$ cat src/design/mxc_pkg.sv
package mxc_pkg;

  // ---------------------------------------------------------------------------
  // Geometry
  // ---------------------------------------------------------------------------
  localparam int         NUM_PANELS_MAX   = 3;
  localparam int         NUM_ADAPTERS     = 6;
  localparam int         LINES_PER_ADPT   = 8;
  localparam int         NUM_LINES        = 48;
  localparam int         EMUL_PER_PANEL   = 2;
  localparam int         HOST_AW          = 18;
  localparam logic [4:0] BLOCK_BYTES_LOG2 = 5'd5;
  localparam logic [17:0] BLOCK_BYTES     = 18'h00020;
  localparam logic [3:0] REG_IDX_MAX      = 4'hf;

  // ---------------------------------------------------------------------------
  // Base address lookup (replaceable table, 16 entries of 32-byte aligned bases)
  // ---------------------------------------------------------------------------
  localparam logic [17:0] BASE_TABLE_START = 18'h3e0e0;
  localparam logic [17:0] BASE_TABLE_STEP  = 18'h00020;

  // ---------------------------------------------------------------------------
  // APB register map (byte offsets)
  // ---------------------------------------------------------------------------
  localparam logic [11:0] OFS_CTRL    = 12'h000;
  localparam logic [11:0] OFS_VECTOR  = 12'h004;
  localparam logic [11:0] OFS_CONFIG  = 12'h008;
  localparam logic [11:0] OFS_BASE    = 12'h00c;
  localparam logic [11:0] OFS_DECODE  = 12'h010;
  localparam logic [11:0] OFS_DSRMODE = 12'h014;
  localparam logic [11:0] OFS_FLOWLO  = 12'h018;
  localparam logic [11:0] OFS_FLOWHI  = 12'h01c;

  localparam logic [8:0]  VECTOR_RST  = 9'h000;
  localparam logic [31:0] READ_ZERO   = 32'h0000_0000;

  // CTRL: bit 0 = capture strobe, re-samples the switches on demand.
  localparam int CTRL_RESAMPLE_BIT = 0;
  // CONFIG fields.
  localparam int CFG_FLOW_BIT  = 0;
  localparam int CFG_STOP2_BIT = 1;
  localparam int CFG_LOOP_BIT  = 2;
  localparam int CFG_VALID_BIT = 3;
  localparam int CFG_PANEL_LSB = 4;
  localparam int CFG_EMUL_LSB  = 8;

  typedef enum logic [1:0] {
    MXC_SAMPLE,
    MXC_RUN
  } mxc_state_t;

endpackage

$ cat src/design/mxc_config.sv
// The placing of the registers and the APB interface to the registers were left to the implementer.
`timescale 1ns/1ns
// -----------------------------------------------------------------------------
// Functional notes
// - First block base comes from four base switches through a lookup table.
// - Further blocks, two per panel, follow contiguously above the first.
// - Every block base is aligned to 32 bytes.
// - Host writes the base interrupt vector; device stores it.
// - Global flow switch off disables CTS flow control on all lines.
// - Per-line flow switches: open disables, closed enables that line.
// - Flow-enabled line transmits only while its CTS input is asserted.
// - Holds caused by CTS are never visible in any register.
// - Double-stop switch forces two stop bits on every transmitted character.
// - Double-stop switch makes all receivers expect two stop bits.
// - Loopback switch forces every line into local loopback.
// - Per-adapter DSR switch makes its eight lines report DSR separately.
// - Panel numbers follow cable position; no panel address switches.
// - Two-position switch selects one to three installed panels.
// - Emulations decoded equal twice the installed panel count.
// - Each emulation occupies sixteen word registers.
// -----------------------------------------------------------------------------
module mxc_config
  import mxc_pkg::*;
(
  input  wire logic                    mclk,
  input  wire logic                    rst,
  // APB register port.
  input  wire logic                    psel,
  input  wire logic                    penable,
  input  wire logic                    pwrite,
  input  wire logic [11:0]             paddr,
  input  wire logic [31:0]             pwdata,
  output logic      [31:0]             prdata,
  output logic                         pready,
  output logic                         pslverr,
  // Configuration switches (closed/on = 1).
  input  wire logic [3:0]              base_address_switches,
  input  wire logic [1:0]              panel_count_switches,
  input  wire logic                    global_flow_gate_switch,
  input  wire logic                    force_double_stop_switch,
  input  wire logic                    force_loopback_switch,
  input  wire logic [NUM_LINES-1:0]    per_line_flow_enable_switches,
  input  wire logic [NUM_ADAPTERS-1:0] independent_dsr_switch,
  // Host-bus address decode.
  input  wire logic [HOST_AW-1:0]      host_addr,
  input  wire logic                    host_strobe,
  // Line-side status from the character engines.
  input  wire logic [NUM_LINES-1:0]    line_cts,
  // Host decode results, per-line controls, vector and emulation count outputs.
  output logic                         host_hit,
  output logic      [2:0]              host_emul,
  output logic      [3:0]              host_reg,
  output logic      [NUM_LINES-1:0]    tx_allow,
  output logic      [NUM_LINES-1:0]    tx_two_stop,
  output logic      [NUM_LINES-1:0]    rx_two_stop,
  output logic      [NUM_LINES-1:0]    loopback,
  output logic      [NUM_LINES-1:0]    dsr_separate,
  output logic      [8:0]              int_vector,
  output logic      [2:0]              emul_count
);

  typedef struct packed {
    mxc_state_t              state;
    logic                    primed;
    logic [1:0]              panels;
    logic                    flow_gate;
    logic                    stop2;
    logic                    loop;
    logic [NUM_LINES-1:0]    flow_en;
    logic [NUM_ADAPTERS-1:0] dsr_sel;
    logic [HOST_AW-1:0]      base;
    logic [8:0]              vector;
    logic                    hit;
    logic [2:0]              emul;
    logic [3:0]              regi;
    logic [NUM_LINES-1:0]    allow;
    logic [NUM_LINES-1:0]    two_stop;
    logic [NUM_LINES-1:0]    loop_out;
    logic [NUM_LINES-1:0]    dsr_out;
    logic [2:0]              emul_out;
    logic [31:0]             rdata;
    logic                    ready;
    logic                    err;
  } mxc_regs_t;

  mxc_regs_t r;
  mxc_regs_t next_r;

  logic [HOST_AW-1:0]   rom_base;
  logic [NUM_LINES-1:0] dsr_lines;
  logic [NUM_LINES-1:0] flow_hold;
  logic                 apb_setup;
  logic                 apb_write;
  logic [2:0]           emuls;
  logic [HOST_AW-1:0]   span;
  logic [HOST_AW-1:0]   offs;
  logic [HOST_AW-1:0]   decode_end;
  logic                 in_range;

  // ---------------------------------------------------------------------------
  // Base table
  // ---------------------------------------------------------------------------
  mxc_base_rom u_rom (
    .mclk  (mclk),
    .rst   (rst),
    .index (base_address_switches),
    .base  (rom_base)
  );

  // ---------------------------------------------------------------------------
  // Per-adapter expansion of the DSR option
  // ---------------------------------------------------------------------------
  // Each adapter's option switch covers its eight lines as one group.
  genvar a;
  generate
    for (a = 0; a < NUM_ADAPTERS; a++) begin : g_adpt
      assign dsr_lines[a*LINES_PER_ADPT +: LINES_PER_ADPT] =
        {LINES_PER_ADPT{r.dsr_sel[a]}};
    end
  endgenerate

  // ---------------------------------------------------------------------------
  // Per-line transmit permission
  // ---------------------------------------------------------------------------
  // A line is held only when both switches enable flow control and its CTS is
  // low; a line without the option never waits on a CTS pin left open.
  genvar l;
  generate
    for (l = 0; l < NUM_LINES; l++) begin : g_line
      assign flow_hold[l] = r.flow_gate && r.flow_en[l] && !line_cts[l];
    end
  endgenerate

  // ---------------------------------------------------------------------------
  // Bus phases and host decode helpers
  // ---------------------------------------------------------------------------
  // Writes land at the access edge, where the master sees pready high, so a
  // setup cycle that is abandoned leaves every register untouched.
  assign apb_setup  = psel && !penable;
  assign apb_write  = psel && penable && pwrite && r.ready;

  // The range test also rejects addresses below the base, where offs wraps.
  assign emuls      = {r.panels, 1'b0};
  assign span       = HOST_AW'(BLOCK_BYTES * emuls);
  assign offs       = HOST_AW'(host_addr - r.base);
  assign decode_end = HOST_AW'(r.base + span);
  assign in_range   = (host_addr >= r.base) && (offs < span);

  // ---------------------------------------------------------------------------
  // Configuration word
  // ---------------------------------------------------------------------------
  // The flow hold state is deliberately absent from what software can read.
  function automatic logic [31:0] config_word(input mxc_regs_t s, input logic [2:0] n);
    logic [31:0] w;
    w                     = READ_ZERO;
    w[CFG_FLOW_BIT]       = s.flow_gate;
    w[CFG_STOP2_BIT]      = s.stop2;
    w[CFG_LOOP_BIT]       = s.loop;
    w[CFG_VALID_BIT]      = (s.state == MXC_RUN);
    w[CFG_PANEL_LSB +: 2] = s.panels;
    w[CFG_EMUL_LSB +: 3]  = n;
    return w;
  endfunction

  // ---------------------------------------------------------------------------
  // Next-state logic
  // ---------------------------------------------------------------------------
  always_comb begin
    next_r = r;

    // -------------------------------------------------------------------------
    // Switch capture
    // -------------------------------------------------------------------------
    // The table output lags its index by one clock, so a capture spends one
    // cycle priming it and takes every switch in the next.
    case (r.state)
      MXC_SAMPLE: begin
        next_r.primed = 1'b1;
        if (r.primed) begin
          next_r.state     = MXC_RUN;
          next_r.base      = rom_base;
          // A zero switch code is treated as one panel; three is the maximum.
          next_r.panels    = (panel_count_switches == 2'd0) ? 2'd1 :
                             panel_count_switches;
          next_r.flow_gate = global_flow_gate_switch;
          next_r.stop2     = force_double_stop_switch;
          next_r.loop      = force_loopback_switch;
          next_r.flow_en   = per_line_flow_enable_switches;
          next_r.dsr_sel   = independent_dsr_switch;
        end
      end
      MXC_RUN: begin
        next_r.state = MXC_RUN;
      end
      default: begin
        next_r.state  = MXC_SAMPLE;
        next_r.primed = 1'b0;
      end
    endcase

    // -------------------------------------------------------------------------
    // Host decode
    // -------------------------------------------------------------------------
    // Blocks of sixteen word registers, 32 bytes each, follow the base.
    next_r.hit  = host_strobe && (r.state == MXC_RUN) && in_range;
    next_r.emul = 3'(offs >> BLOCK_BYTES_LOG2);
    next_r.regi = offs[4:1];

    // -------------------------------------------------------------------------
    // Line controls
    // -------------------------------------------------------------------------
    // Flow holds only gate the transmitters; no register ever reports them.
    next_r.allow    = ~flow_hold;
    next_r.two_stop = {NUM_LINES{r.stop2}};
    next_r.loop_out = {NUM_LINES{r.loop}};
    next_r.dsr_out  = dsr_lines;
    next_r.emul_out = emuls;

    // -------------------------------------------------------------------------
    // Register reads
    // -------------------------------------------------------------------------
    // The answer is prepared in the setup cycle and stands for the single
    // access cycle; the bus reads zero at all other times.
    next_r.ready = apb_setup;
    next_r.err   = 1'b0;
    next_r.rdata = READ_ZERO;
    if (apb_setup) begin
      if (paddr == OFS_CTRL) begin
        next_r.rdata = READ_ZERO;
      end else if (paddr == OFS_VECTOR) begin
        next_r.rdata = {23'h0, r.vector};
      end else if (paddr == OFS_CONFIG) begin
        next_r.rdata = config_word(r, emuls);
      end else if (paddr == OFS_BASE) begin
        next_r.rdata = {14'h0, r.base};
      end else if (paddr == OFS_DECODE) begin
        next_r.rdata = {14'h0, decode_end};
      end else if (paddr == OFS_DSRMODE) begin
        next_r.rdata = {26'h0, r.dsr_sel};
      end else if (paddr == OFS_FLOWLO) begin
        next_r.rdata = r.flow_en[31:0];
      end else if (paddr == OFS_FLOWHI) begin
        next_r.rdata = {16'h0, r.flow_en[NUM_LINES-1:32]};
      end else begin
        // Unmapped offsets answer with an error and read as zero.
        next_r.err = 1'b1;
      end
    end

    // -------------------------------------------------------------------------
    // Register writes
    // -------------------------------------------------------------------------
    if (apb_write) begin
      if (paddr == OFS_CTRL) begin
        if (pwdata[CTRL_RESAMPLE_BIT]) begin
          // Capture restarts with the priming cycle in case the base switches
          // moved just before the request.
          next_r.state  = MXC_SAMPLE;
          next_r.primed = 1'b0;
        end
      end else if (paddr == OFS_VECTOR) begin
        next_r.vector = pwdata[8:0];
      end
      // Read-only and unmapped offsets ignore writes.
    end
  end

  // ---------------------------------------------------------------------------
  // State register
  // ---------------------------------------------------------------------------
  // Reset leaves every line free to transmit until the switches are captured.
  always_ff @(posedge mclk or posedge rst) begin
    if (rst) begin
      r        <= '0;
      r.state  <= MXC_SAMPLE;
      r.panels <= 2'd1;
      r.vector <= VECTOR_RST;
      r.allow  <= '1;
    end else begin
      r <= next_r;
    end
  end

  // ---------------------------------------------------------------------------
  // Outputs, each straight from a field of the state register
  // ---------------------------------------------------------------------------
  // One switch forces both directions, so both stop-bit outputs share a field.
  assign prdata       = r.rdata;
  assign pready       = r.ready;
  assign pslverr      = r.err;
  assign host_hit     = r.hit;
  assign host_emul    = r.emul;
  assign host_reg     = r.regi;
  assign tx_allow     = r.allow;
  assign tx_two_stop  = r.two_stop;
  assign rx_two_stop  = r.two_stop;
  assign loopback     = r.loop_out;
  assign dsr_separate = r.dsr_out;
  assign int_vector   = r.vector;
  assign emul_count   = r.emul_out;

endmodule

$ cat src/design/mxc_base_rom.sv
`timescale 1ns/1ns
// Replaceable base-address table; the read value is registered.
module mxc_base_rom
  import mxc_pkg::*;
(
  input  wire logic              mclk,
  input  wire logic              rst,
  input  wire logic [3:0]        index,
  output logic      [HOST_AW-1:0] base
);

  logic [HOST_AW-1:0] table_q [16];

  // ---------------------------------------------------------------------------
  // Table contents
  // ---------------------------------------------------------------------------
  genvar g;
  generate
    for (g = 0; g < 16; g++) begin : g_entry
      assign table_q[g] = HOST_AW'(BASE_TABLE_START + BASE_TABLE_STEP * g);
    end
  endgenerate

  always_ff @(posedge mclk or posedge rst) begin
    if (rst) begin
      base <= '0;
    end else begin
      base <= table_q[index];
    end
  end

endmodule

$ cat config.mk
export PLATFORM = sky130hd
export DESIGN_NAME = mxc_config
export DESIGN_NICKNAME = d
export VERILOG_FILES = /design/src/design/mxc_pkg.sv /design/src/design/mxc_config.sv /design/src/design/mxc_base_rom.sv
export SDC_FILE = /design/constraint.sdc
export NUM_CORES = 1
export LEC_CHECK = 0
export BUFFER_PORTS_ARGS = -buffer_cell sky130_fd_sc_hd__buf_2
export CAP_MARGIN = 20
export CELL_PAD_IN_SITES_DETAIL_PLACEMENT = 1
export CELL_PAD_IN_SITES_GLOBAL_PLACEMENT = 1
export CORE_AREA = 3 3 181 183
export DETAILED_ROUTE_END_ITERATION = 6
export DIE_AREA = 0 0 184 186
export MAX_ROUTING_LAYER = met4
export PLACE_DENSITY_LB_ADDON = 0.1
export SYNTH_ARGS = -nofsm -noshare
export SYNTH_HDL_FRONTEND = slang
export SYNTH_SLANG_ARGS = --single-unit
$ cat constraint.sdc
create_clock -name mclk -period 7.7 [get_ports mclk]
set_input_delay 1.54 -clock mclk [delete_from_list [all_inputs] [get_ports mclk]]
set_output_delay 1.54 -clock mclk [all_outputs]
set_load 0.02 [all_outputs]
==> impl_metrics.env <==
export IMPL_cp_end_kind="flip-flop"
export IMPL_setup_tns_ns=0
export IMPL_cts_root_buf="clkbuf_16"
export IMPL_cap_violations=0
export IMPL_synth_warnings=0
export IMPL_crit_buf_inv=1
export IMPL_min_period_ns=3.955
export IMPL_crit_path_start="paddr[10]"
export IMPL_post_cts_buffers=0
export IMPL_first_iter_violations=278
export IMPL_arrival_ns=4.28
export IMPL_slew_violations=0
export IMPL_power_density_nw_per_um2=292.9
export IMPL_hold_depth=0
export IMPL_ctsHoldBuffers=0
export IMPL_pin_count=473
export IMPL_clk_insertion_delay_late_ns=0.46
export IMPL_cts_resized=0
export IMPL_p_comb_share_pct=32.2
export IMPL_wirelength_um=28480
export IMPL_vdd_drop_max_v=0.0001467
export IMPL_cp_max_fo=11
export IMPL_grt_max_degree=109
export IMPL_num_vias=6234
export IMPL_period_share_pct=51.37
export IMPL_final_cell_mix="buf_2, dfrtp_1, mux2_2"
export IMPL_p_switching_w=0.001226
export IMPL_holdWs_ns=0.4073
export IMPL_die_h_um=186
export IMPL_synth_distinct_cells=56
export IMPL_synth_edf_count=0
export IMPL_sw_frac_of_total_pct=38.82
export IMPL_grt_pass1_vias=6224
export IMPL_critPathRequiredTime_ns=8.03
export IMPL_clock_skew_ns=0.02201
export IMPL_ant_nets=0
export IMPL_clk_pin_slew_ns=0.09
export IMPL_nNetsFinal=1220
export IMPL_core_area_um2=31390
export IMPL_globalplace_congestion=0.7547
export IMPL_rr_worst_depth=10
export IMPL_hp_start="dsr_lines[0]$_DFFE_PP0P_"
export IMPL_wire_per_inst_um=19.71
export IMPL_die_x_um=184
export IMPL_rows=65
export IMPL_final_common_cell="buf_2"
export IMPL_grtUsageTotal_pct=16.45
export IMPL_setup_viol=0
export IMPL_hp_class="reg -> reg"
export IMPL_drcViolationCount=0
export IMPL_cp_top_family="simple AND/OR/NAND/NOR gates"
export IMPL_cts_buffer_depth=2
export IMPL_drive_gt1_share_pct=59.21
export IMPL_ys_top_cells_by_area="dfrtp_1, buf_4, dfstp_2, mux2_2, nand3b_1"
export IMPL_fmax_ghz=0.2528
export IMPL_synthArstFlopShare_pct=100.0
export IMPL_crit_type="in -> reg"
export IMPL_crit_cells=6
export IMPL_yosys_most_used_dff="dfrtp_1"
export IMPL_seqPwrFrac_pct=39.4
export IMPL_max_slew_margin_pct=28.94
export IMPL_clock_sinks=183
export IMPL_cts_max_level=4
export IMPL_antenna_found_initial=9
export IMPL_die_area_um2=34220
export IMPL_slowest_stage="nor3_2"
export IMPL_yosysTopAreaCell="dfrtp_1"
export IMPL_p_int_w=0.001932
export IMPL_power_frac_clock_pct=28.4
export IMPL_tightest_slew_ns=1.064
export IMPL_dr_pass1_iters=5
export IMPL_startpoint_type="primary input"
export IMPL_port_buffers=447
export IMPL_viasPerCell=4.314
export IMPL_path_cells="buf_2, nor4_1, nand3_1, nor3_2, and2_1, mux2_2"
export IMPL_avgSynthCellArea_um2=11.13
export IMPL_hpwl_um=21880
export IMPL_max_stage_delay_ns=0.87
export IMPL_syn_to_final_growth_pct=11.89
export IMPL_syn_area_um2=9637
export IMPL_top_register="r"
export IMPL_cts_tree="done"
export IMPL_synth_cells=866
export IMPL_hold_violations=0
export IMPL_initial_core_util_pct=30.70
export IMPL_power_leakage_nw=5.214
export IMPL_ys_ff_latch=183
export IMPL_cts_made_buffers=17
export IMPL_outcome="completed"
export IMPL_grt_pass1_wl_um=39990
export IMPL_synth_top_area_share_pct=34.80
export IMPL_grt_setup_unrepaired="no"
export IMPL_synth_seq_area_share_pct=48.16
export IMPL_fin_util_pct=34.35
export IMPL_overflow=0
export IMPL_largest_reg_flops=58
export IMPL_rr_startpoint="r[251]$_DFFE_PP0P_"
==> layout make-up <==
class | count | area (um^2)
fillers | 3608 | 20610
flip-flops and latches | 183 | 4643
multi-input cells | 343 | 2624
repair buffers | 454 | 2306
well taps | 402 | 503.0
clock buffers | 17 | 425.4
clock inverters | 15 | 165.2
inverters | 25 | 101.3
diodes | 6 | 15.01
==> final timing paths <==
path / slack, ns / endpoint
worst max register to register: 4.79 / host_hit$_DFF_PP0_
min in group asynchronous: 1.22 / dsr_separate[31]$_DFF_PP0_
worst min-delay path: 0.41 / dsr_separate[7]$_DFF_PP0_
worst min register to register: 0.41 / dsr_separate[7]$_DFF_PP0_
worst max-delay path: 3.74 / int_vector[2]$_DFFE_PP0P_
max in group asynchronous: 4.99 / r[309]$_DFFE_PP0P_
==> power groups by stage <==
stage	clock (W)	combinational (W)	sequential, W
after global placement	0	0.00101	0.00128
after global routing	0.000968	0.00111	0.00127
after CTS	0.000931	0.00102	0.00127
after detailed placement	0	0.00101	0.00129
after floorplan	0	0.00103	0.00123
final	0.000896	0.00102	0.00124
==> Yosys cell counts (all sizes together) (15+ instances only) <==
cell / n
buf: 304
dfrtp: 134
mux2: 67
dfstp: 49
nand3b: 48
a21oi: 30
nand2: 26
inv: 25
nor2: 22
and2: 17
o21ai: 16
ha: 15
==> metal layers <==
| metal | global-route usage (%) | wire length (um) |
|---|---|---|
| met2 | 29.50 | 15330 |
| met4 | 5.080 | 515 |
| met5 | - | 0 |
| met3 | 4.338 | 1826 |
| met1 | 17.86 | 10800 |
==> kinds of logic (layout without fill, tap and decap cells) <==
| logic type | count (synthesis) | after routing | synth area share [%] |
|---|---|---|---|
| flops | 183 | 183 | 48.16 |
| mux | 72 | 72 | 8.348 |
| other cells | 2 | 9 | 0.07793 |
| buf+inv | 341 | 511 | 24.81 |
| compound gates | 91 | 91 | 6.492 |
| simple gates | 156 | 156 | 9.387 |
| xor+xnor | 4 | 4 | 0.3636 |
| fa+ha+maj | 17 | 17 | 2.363 |
==> metrics by stage <==
step	power, W	worst slack [ns]	cell area, um^2	cells
2_1_floorplan	0.002267	1.269	9641	867
3_3_place_gp	0.002295	3.192	10150	1405
3_5_place_dp	0.002299	3.188	10160	1406
4_1_cts	0.003215	3.673	10750	1438
5_1_grt	0.003343	3.547	10780	1445
6_report	0.003158	3.745	10780	1445
No activity file was read; power rests on OpenSTA's default activity.
